File: src/logic/afp_pkg.sv
package afp_pkg;
    localparam logic [4:0]  ADDR_AXIS_IN_USE   = 5'h01;
    localparam logic [4:0]  ADDR_RATED_SPEED   = 5'h07;
    localparam logic [4:0]  ADDR_LATCH_SEL     = 5'h0D;
    localparam logic [4:0]  ADDR_ADD_FUNC      = 5'h0E;
    localparam logic [4:0]  ADDR_SIM_SEL       = 5'h10;
    localparam logic [4:0]  ADDR_FUNC_FLAGS    = 5'h11;
    localparam logic [4:0]  ADDR_DIGITS        = 5'h12;
    localparam logic [4:0]  ADDR_RUN_CMD       = 5'h18;
    localparam logic [4:0]  ADDR_DEV_SETTING   = 5'h19;
    localparam logic [4:0]  ADDR_STATUS        = 5'h1A;
    localparam logic [4:0]  ADDR_IRQ_STATUS    = 5'h1B;
    localparam logic [4:0]  ADDR_IRQ_MASK      = 5'h1C;
    localparam logic [4:0]  ADDR_ALARM         = 5'h1D;
    localparam logic [4:0]  ADDR_POS_MODE      = 5'h1E;

    localparam logic        RST_AXIS_IN_USE    = 1'h1;
    localparam logic [15:0] RST_RATED_SPEED    = 16'h0BB8;
    localparam logic        RST_LATCH_SEL      = 1'h0;
    localparam logic [15:0] RST_ADD_FUNC       = 16'h0080;
    localparam logic        RST_SIM_SEL        = 1'h0;
    localparam logic [15:0] RST_FUNC_FLAGS     = 16'h0000;
    localparam logic [15:0] RST_DIGITS         = 16'h0003;

    localparam int RUN_LOCK_BIT     = 0;
    localparam int AF_DEC_SRC_BIT   = 2;
    localparam int AF_CMD_EN_BIT    = 7;
    localparam int AF_SHIFT_LSB     = 12;
    localparam int PM_CMD_MODE_BIT  = 2;
    localparam int FF_UNIT_LSB      = 0;
    localparam int FF_GEAR_BIT      = 4;
    localparam logic [3:0] UNIT_MAX = 4'h3;

    localparam int IRQ_REJECT_BIT   = 0;
    localparam int IRQ_REINIT_BIT   = 1;
    localparam int IRQ_DEV_BIT      = 2;
    localparam int IRQ_BAD_UNIT_BIT = 3;
    localparam int IRQ_W            = 4;
endpackage

File: src/logic/afp_axis_config.sv
// The plain strobed port and the register offsets are this design's own decisions.
`timescale 1ns/100ps
// What this block does
// - fixed-parameter writes refused while run lock bit set
// - accepted write reinitialises axis position data
// - axis in use flag, resets to one
// - unused axis: no control, monitor frozen
// - rated speed in r/min, default 3000
// - latch source: input or encoder C pulse
// - same latch source for positioning commands
// - homing decel switch: soft bit or drive
// - command code word use, also needs position mode bit, enable bit defaults on
// - deviation error above setting times 2^shift
// - simulation select, resets to normal
// - reference unit 0..3, default pulse
// - decimal digits define minimum increment
// - gear forced off for pulse unit
module afp_axis_config #(
    parameter int POS_W = 32
) (
    input  wire logic               clk,
    input  wire logic               resetn,
    input  wire logic [4:0]         addr,
    input  wire logic [15:0]        wdata,
    input  wire logic               wr,
    input  wire logic               rd,
    output logic [15:0]             rdata,
    output logic                    irq,
    input  wire logic               di_latch_in,
    input  wire logic               enc_c_pulse_in,
    input  wire logic               drive_dec_in,
    input  wire logic               soft_dec_switch_bit,
    input  wire logic [POS_W-1:0]   deviation,
    input  wire logic [15:0]        monitor_in,
    input  wire logic [15:0]        alarm_in,
    output logic                    latch_trigger,
    output logic                    dec_switch,
    output logic                    axis_control_en,
    output logic                    monitor_update,
    output logic                    axis_reinit,
    output logic                    command_code_use,
    output logic                    simulation_mode,
    output logic                    gear_active,
    output logic [1:0]              reference_unit,
    output logic [15:0]             min_increment_digits,
    output logic [15:0]             rated_motor_speed,
    output logic                    deviation_error
);
    import afp_pkg::*;
    initial begin
        if (POS_W < 32) $error("afp_axis_config: POS_W below 32");
    end

    logic        axis_in_use_reg;
    logic [15:0] rated_motor_speed_reg;
    logic        latch_source_select_reg;
    logic [15:0] additional_function_word_reg;
    logic        simulation_select_reg;
    logic [15:0] function_select_flags_reg;
    logic [15:0] digits_reg;
    logic [15:0] run_command_settings_reg;
    logic [15:0] deviation_detect_setting_reg;
    logic [15:0] position_control_mode_word_reg;
    logic [15:0] monitor_reg;
    logic [15:0] alarm_word_reg;
    logic [15:0] operating_status_word_reg;
    logic [IRQ_W-1:0] irq_status_reg;
    logic [IRQ_W-1:0] irq_mask_reg;
    logic [IRQ_W-1:0] irq_event;

    logic fixed_sel;
    logic fixed_wr;
    logic reject;
    logic bad_unit;
    logic dev_err_raw;
    logic dev_err_d;

    // pin synchronisers: three stages, change counted when 2 and 3 agree
    logic [2:0] di_sync_reg;
    logic [2:0] c_sync_reg;
    logic [2:0] dec_sync_reg;
    logic       di_level_reg;
    logic       c_level_reg;
    logic       dec_level_reg;

    always_ff @(posedge clk) begin
        if (!resetn) begin
            di_sync_reg   <= 3'h0;
            c_sync_reg    <= 3'h0;
            dec_sync_reg  <= 3'h0;
            di_level_reg  <= 1'b0;
            c_level_reg   <= 1'b0;
            dec_level_reg <= 1'b0;
        end else begin
            di_sync_reg  <= {di_sync_reg[1:0], di_latch_in};
            c_sync_reg   <= {c_sync_reg[1:0], enc_c_pulse_in};
            dec_sync_reg <= {dec_sync_reg[1:0], drive_dec_in};
            if (di_sync_reg[1] == di_sync_reg[2]) begin
                di_level_reg <= di_sync_reg[2];
            end
            if (c_sync_reg[1] == c_sync_reg[2]) begin
                c_level_reg <= c_sync_reg[2];
            end
            if (dec_sync_reg[1] == dec_sync_reg[2]) begin
                dec_level_reg <= dec_sync_reg[2];
            end
        end
    end

    always_comb begin
        case (addr)
            ADDR_AXIS_IN_USE, ADDR_RATED_SPEED, ADDR_LATCH_SEL,
            ADDR_ADD_FUNC, ADDR_SIM_SEL, ADDR_FUNC_FLAGS,
            ADDR_DIGITS: fixed_sel = 1'b1;
            default:     fixed_sel = 1'b0;
        endcase
    end

    assign reject   = wr && fixed_sel &&
                      run_command_settings_reg[RUN_LOCK_BIT];
    assign fixed_wr = wr && fixed_sel && !reject;
    // out-of-range unit codes are refused, the old unit stays
    assign bad_unit = fixed_wr && (addr == ADDR_FUNC_FLAGS) &&
                      (wdata[FF_UNIT_LSB +: 4] > UNIT_MAX);

    // fixed parameters
    always_ff @(posedge clk) begin
        if (!resetn) begin
            axis_in_use_reg              <= RST_AXIS_IN_USE;
            rated_motor_speed_reg        <= RST_RATED_SPEED;
            latch_source_select_reg      <= RST_LATCH_SEL;
            additional_function_word_reg <= RST_ADD_FUNC;
            simulation_select_reg        <= RST_SIM_SEL;
            function_select_flags_reg    <= RST_FUNC_FLAGS;
            digits_reg                   <= RST_DIGITS;
        end else if (fixed_wr) begin
            case (addr)
                ADDR_AXIS_IN_USE: axis_in_use_reg <= wdata[0];
                ADDR_RATED_SPEED: rated_motor_speed_reg <= wdata;
                ADDR_LATCH_SEL:   latch_source_select_reg <= wdata[0];
                ADDR_ADD_FUNC:    additional_function_word_reg <= wdata;
                ADDR_SIM_SEL:     simulation_select_reg <= wdata[0];
                ADDR_FUNC_FLAGS: begin
                    if (!bad_unit) begin
                        function_select_flags_reg <= wdata;
                    end
                end
                ADDR_DIGITS:      digits_reg <= wdata;
                default: ;
            endcase
        end
    end

    // setting parameters, never locked
    always_ff @(posedge clk) begin
        if (!resetn) begin
            run_command_settings_reg       <= 16'h0000;
            deviation_detect_setting_reg   <= 16'hFFFF;
            position_control_mode_word_reg <= 16'h0000;
        end else if (wr) begin
            case (addr)
                ADDR_RUN_CMD:     run_command_settings_reg <= wdata;
                ADDR_DEV_SETTING: deviation_detect_setting_reg <= wdata;
                ADDR_POS_MODE:    position_control_mode_word_reg <= wdata;
                default: ;
            endcase
        end
    end

    afp_dev_check #(
        .WIDTH     (POS_W)
    ) u_dev (
        .clk       (clk),
        .resetn    (resetn),
        .deviation (deviation),
        .setting   (deviation_detect_setting_reg),
        .shift     (additional_function_word_reg[AF_SHIFT_LSB +: 4]),
        .dev_error (dev_err_raw)
    );

    // monitor and status
    always_ff @(posedge clk) begin
        if (!resetn) begin
            monitor_reg               <= 16'h0000;
            alarm_word_reg            <= 16'h0000;
            operating_status_word_reg <= 16'h0000;
            dev_err_d                 <= 1'b0;
        end else begin
            dev_err_d <= dev_err_raw;
            if (axis_in_use_reg) begin
                monitor_reg <= monitor_in;
            end
            // errors and alarms recorded whatever the axis state
            alarm_word_reg <= alarm_in;
            operating_status_word_reg <= {12'h000, bad_unit, reject,
                                          axis_in_use_reg,
                                          dev_err_raw};
        end
    end

    assign irq_event[IRQ_REJECT_BIT]   = reject;
    assign irq_event[IRQ_REINIT_BIT]   = fixed_wr && !bad_unit;
    assign irq_event[IRQ_DEV_BIT]      = dev_err_raw && !dev_err_d;
    assign irq_event[IRQ_BAD_UNIT_BIT] = bad_unit;

    // sticky bits: a new event beats a same-cycle clear
    always_ff @(posedge clk) begin
        if (!resetn) begin
            irq_status_reg <= '0;
            irq_mask_reg   <= '0;
        end else begin
            if (wr && addr == ADDR_IRQ_MASK) begin
                irq_mask_reg <= wdata[IRQ_W-1:0];
            end
            if (wr && addr == ADDR_IRQ_STATUS) begin
                irq_status_reg <= (irq_status_reg & ~wdata[IRQ_W-1:0])
                                  | irq_event;
            end else begin
                irq_status_reg <= irq_status_reg | irq_event;
            end
        end
    end

    // read port: data stand in the cycle after the strobe only
    always_ff @(posedge clk) begin
        if (!resetn) begin
            rdata <= 16'h0000;
        end else if (rd) begin
            case (addr)
                ADDR_AXIS_IN_USE: rdata <= {15'h0000, axis_in_use_reg};
                ADDR_RATED_SPEED: rdata <= rated_motor_speed_reg;
                ADDR_LATCH_SEL:   rdata <= {15'h0000,
                                            latch_source_select_reg};
                ADDR_ADD_FUNC:    rdata <= additional_function_word_reg;
                ADDR_SIM_SEL:     rdata <= {15'h0000, simulation_select_reg};
                ADDR_FUNC_FLAGS:  rdata <= function_select_flags_reg;
                ADDR_DIGITS:      rdata <= digits_reg;
                ADDR_RUN_CMD:     rdata <= run_command_settings_reg;
                ADDR_DEV_SETTING: rdata <= deviation_detect_setting_reg;
                ADDR_STATUS:      rdata <= operating_status_word_reg;
                ADDR_IRQ_STATUS:  rdata <= {12'h000, irq_status_reg};
                ADDR_IRQ_MASK:    rdata <= {12'h000, irq_mask_reg};
                ADDR_ALARM:       rdata <= alarm_word_reg;
                ADDR_POS_MODE:    rdata <= position_control_mode_word_reg;
                default:          rdata <= monitor_reg;
            endcase
        end else begin
            rdata <= 16'h0000;
        end
    end

    // axis outputs, all registered
    always_ff @(posedge clk) begin
        if (!resetn) begin
            irq                  <= 1'b0;
            latch_trigger        <= 1'b0;
            dec_switch           <= 1'b0;
            axis_control_en      <= 1'b0;
            monitor_update       <= 1'b0;
            axis_reinit          <= 1'b0;
            command_code_use     <= 1'b0;
            simulation_mode      <= 1'b0;
            gear_active          <= 1'b0;
            reference_unit       <= 2'h0;
            min_increment_digits <= 16'h0000;
            rated_motor_speed    <= 16'h0000;
            deviation_error      <= 1'b0;
        end else begin
            irq <= |(irq_status_reg & irq_mask_reg);
            // one source serves latch, positioning and detection commands
            latch_trigger <= latch_source_select_reg ? c_level_reg
                                                     : di_level_reg;
            dec_switch <= additional_function_word_reg[AF_DEC_SRC_BIT]
                          ? dec_level_reg : soft_dec_switch_bit;
            axis_control_en <= axis_in_use_reg;
            monitor_update  <= axis_in_use_reg;
            // a refused unit code is no change, so no reinit
            axis_reinit     <= fixed_wr && !bad_unit;
            command_code_use <=
                additional_function_word_reg[AF_CMD_EN_BIT] &&
                position_control_mode_word_reg[PM_CMD_MODE_BIT];
            simulation_mode <= simulation_select_reg;
            gear_active <= function_select_flags_reg[FF_GEAR_BIT] &&
                (function_select_flags_reg[FF_UNIT_LSB +: 4] != 4'h0);
            reference_unit <= function_select_flags_reg[FF_UNIT_LSB +: 2];
            min_increment_digits <=
                (function_select_flags_reg[FF_UNIT_LSB +: 4] == 4'h0)
                ? 16'h0000 : digits_reg;
            rated_motor_speed <= rated_motor_speed_reg;
            deviation_error <= dev_err_raw;
        end
    end
endmodule

File: src/logic/afp_dev_check.sv
`timescale 1ns/100ps
module afp_dev_check #(
    parameter int WIDTH = 32
) (
    input  wire logic               clk,
    input  wire logic               resetn,
    input  wire logic [WIDTH-1:0]   deviation,
    input  wire logic [15:0]        setting,
    input  wire logic [3:0]         shift,
    output logic                    dev_error
);
    import afp_pkg::*;
    initial begin
        if (WIDTH < 32) $error("afp_dev_check: WIDTH below 32");
    end
    logic [WIDTH-1:0] abs_dev;
    logic [WIDTH-1:0] limit;
    assign abs_dev = deviation[WIDTH-1] ? WIDTH'(-deviation) : deviation;
    // setting shifted by up to 15 still fits 31 bits
    assign limit = WIDTH'({16'h0000, setting}) << shift;
    always_ff @(posedge clk) begin
        if (!resetn) begin
            dev_error <= 1'b0;
        end else begin
            dev_error <= (abs_dev > limit);
        end
    end
endmodule

File: config.mk
export PLATFORM = sky130hd
export DESIGN_NAME = afp_axis_config
export DESIGN_NICKNAME = d
export VERILOG_FILES = /design/src/logic/afp_pkg.sv /design/src/logic/afp_axis_config.sv /design/src/logic/afp_dev_check.sv
export SDC_FILE = /design/constraint.sdc
export NUM_CORES = 1
export LEC_CHECK = 0
export ABC_AREA = 1
export BUFFER_PORTS_ARGS = -buffer_cell sky130_fd_sc_hd__clkbuf_2
export CORE_UTILIZATION = 44
export DETAILED_ROUTE_END_ITERATION = 16
export PLACE_DENSITY_LB_ADDON = 0.3
export SYNTH_ARGS = -nofsm -noshare
export SYNTH_HDL_FRONTEND = slang
export SYNTH_SLANG_ARGS = --single-unit
File: constraint.sdc
create_clock -name clk -period 2.5 [get_ports clk]
set_input_delay 0.25 -clock clk [delete_from_list [all_inputs] [get_ports clk]]
set_output_delay 0.25 -clock clk [all_outputs]
set_load 0.02 [all_outputs]
==> impl_metrics.ini <==
[outcome]
outcome = completed

[sta]
period_share_pct = 95.3
fin_hold_ws_ns = 0.0158
tightest_slew_ns = 0.618
slew_headroom_pct = 58.7
fin_skew_ns = 0.0229
rsz0062_at_grt = true
slew_viol_final = 0
hold_viol = 0
finalSetupViolCount = 0
fmax_ghz = 0.420
finalCriticalPeriod_ns = 2.38

[setup_path]
slowest_stage = dfxtp_4
crit_type = reg2reg
cp_data_arrival_time_ns = 2.79
crit_top_cell = nand2_1
start_kind = register
cp_max_fo = 5
required_ns = 2.91
path_cells = buf_8 > nand2_1 > o21ai_2 > nand2_1 > o21ai_2 > nor2_1 > a31oi_1 > nand2_1 > o21ai_1 > ha_1 > a21oi_1 > o21ai_0 > nand2_1 > nand2_1 > nand2_1 > nand2_1 > nor2_1 > a21oi_2
crit_family = compound AO/OA/AOI/OAI gates
worstSetupStartpoint = additional_function_word_reg[12]
critical_path.reg2reg.startpoint = additional_function_word_reg[12]
max_stage_delay_ns = 0.42
crit_buf_inv = 1
critPathCaptureType = register

[synth]
yosys.area.top_type = dfxtp_1
syn_avg_cell_area_um2 = 6.84
ys_types = 39
synthCells = 1630
yosysSeqAreaShare_pct = 41.1
synth_compound_area_share_pct = 16.8
synthSimpleGateAreaFrac_pct = 25.8
yosys-top-cells-area = dfxtp_1 41%, nand2_1 12%, nor2_1 8.3%
synth_top_area_share_pct = 41.1
synthesis.nets = 1755
synth_top_family_by_area = simple AND/OR/NAND/NOR gates
synth-seq-cells = 229
ys_warn_count = 0
synth_fa_ha_area_share_pct = 3.59
synth_xor_area_share_pct = 2.12
synth_area_um2 = 11100
synthMuxAreaShare_pct = 0.269

[clock_tree]
cts_sinks = 229
cts_tree = yes
clock_latency_ns = 0.53
clock-root-buffer = clkbuf_16
clk_pin_slew_ns = 0.06
cts_buffer_depth = 3
ctsHtreeMaxLevel = 1
cts_buffers = 25

[drt]
drtIter0Drc = 963
wl_um = 34800
wl_per_cell_um = 16.1
first_pass_iters = 5
drtAntennaViolNets = 0
via_count = 11100
via_per_inst = 5.13
route.detailed.drc = 0

[grt]
grt_pass1_wl_um = 53800
grt_pass1_vias = 10200
grt_antenna_before_repair = 0
grt_max_degree = 89
grt_use_total_pct = 26.2
gr-total-overflow = 0

[job]
drv_cap = 0

[finish]
nets = 1944
final_area_um2 = 13900
antennaDiodeCount = 0
largest_register_ffs = 32
syn2layout_area_growth_pct = 24.4
fillCellCount = 2400
drive_gt1_share_pct = 17.2

[placed_design]
place_area_um2 = 12500
numPortBuffers = 152
place_congestion = 0.905
post-dp-hpwl_um = 25500

[min_path]
min_path_type = in2reg
hold_start = monitor_in[3]

[floorplanning]
fp.dieW_um = 161
num_rows = 57
die_area_um2 = 26000
coreArea_um2 = 24600
initial_core_util_pct = 45.3
ios = 153
die_h_um = 161

[power_and_ir_drop]
ir_drop_uv = 465
cellLeakagePower_nw = 6.74
p_per_area_nw_per_um2 = 618
power_mw = 8.56
==> area by class of cell <==
cell class / instances / area, um2 / share of cell area, %
multi-input combinational: 1114 / 5600 / 40.4
inverter: 209 / 792 / 5.71
clock buffer: 34 / 689 / 4.97
timing repair buffer: 240 / 1590 / 11.5
clock inverter: 12 / 198 / 1.43
sequential: 229 / 4590 / 33.1
tap: 324 / 405 / 2.92
==> cells in the final DEF (no fill, tap or decap), types with 13 or more instances in the layout <==
master / n
nand3_1: 62
clkbuf_2: 151
clkbuf_16: 26
o211ai_1: 20
o22ai_1: 17
inv_1: 199
dlygate4sd3_1: 24
nand4_1: 20
nand2_1: 336
nor2_1: 240
a21oi_1: 106
o21ai_1: 18
buf_4: 54
nor3_1: 13
o21ai_2: 18
dfxtp_1: 227
ha_1: 30
xor2_1: 22
o21ai_0: 144
==> final timing paths <==
| check | slack, ns | cells past startpoint | endpoint |
|---|---|---|---|
| max reg2reg | 0.12 | 18 | u_dev.dev_error |
| min reg2reg | 0.41 | 2 | c_sync_reg[1] |
| min | 0.02 | 3 | monitor_reg[3] |
| max | 0.12 | 18 | u_dev.dev_error |
==> worst min-delay path, cell delays in order <==
cell	delay (ns)
clkbuf_2	0.08
o21ai_0	0.07
a21oi_1	0.11
==> cell usage after synthesis <==
cell type and n:
a21oi_1 107, a221oi_1 1, a22oi_1 12, a31oi_1 4
and2_1 1, and3_1 2, buf_1 5, buf_2 9
buf_4 5, buf_6 4, clkbuf_1 55, clkinv_1 2
dfxtp_1 229, ha_1 32, inv_1 203, inv_2 4
mux2i_1 3, nand2_1 343, nand3_1 62, nand3_2 1
nand3_4 1, nand3b_1 2, nand4_1 20, nor2_1 245
nor2_2 1, nor2_4 5, nor3_1 14, nor4_1 2
o211a_1 1, o211ai_1 20, o21ai_0 181, o21ai_1 1
o21bai_1 2, o22ai_1 17, o2bb2ai_1 1, o41ai_2 1
or2_2 5, xnor2_1 5, xor2_1 22
==> logic make-up (layout without fill, tap and decap cells) <==
kind of cell,after synthesis,count (layout)
multiplexers,3,3
AO/OA/AOI/OAI,348,348
flip-flops,229,229
AND/OR/NAND/NOR,704,704
adder cells (fa/ha/maj),32,32
XOR/XNOR,27,27
buffers and inverters,287,495
==> report_power, final <==
part           switching (mW)  internal, mW
registers              0.0339          3.73
logic                   0.518         0.304
clock network            1.52          2.46
==> metrics by stage <==
stage	instances	setup TNS (ns)	util, %	worst slack (ns)
5_1_grt	2162	-0.0698	56.4	-0.0698
2_1_floorplan	1630	0	-	0.170
6_report	2162	0	56.4	0.119
3_3_place_gp	2089	-0.0833	50.8	-0.0833
4_1_cts	2159	0	55.4	0.00504
3_5_place_dp	2089	-0.140	50.8	-0.140
==> metal layers <==
metal / global-route usage [%] / up-vias / routed length [um]
li1: - / 5606 / -
met1: 38.1 / 4978 / 16400
met2: 39.4 / 448 / 14600
met3: 5.03 / 49 / 3120
met4: 6.48 / 0 / 614
met5: 0 / - / 0
==> repair_timing <==
item,CTS,global route
cloned,0,2
endpoints found under the setup margin,1,1
resized for setup,5,89
hold buffers,24,0
setup buffers,0,1
hold endpoints to repair,24,0
pin swaps,0,21
Power figures use the tool's default switching activity.
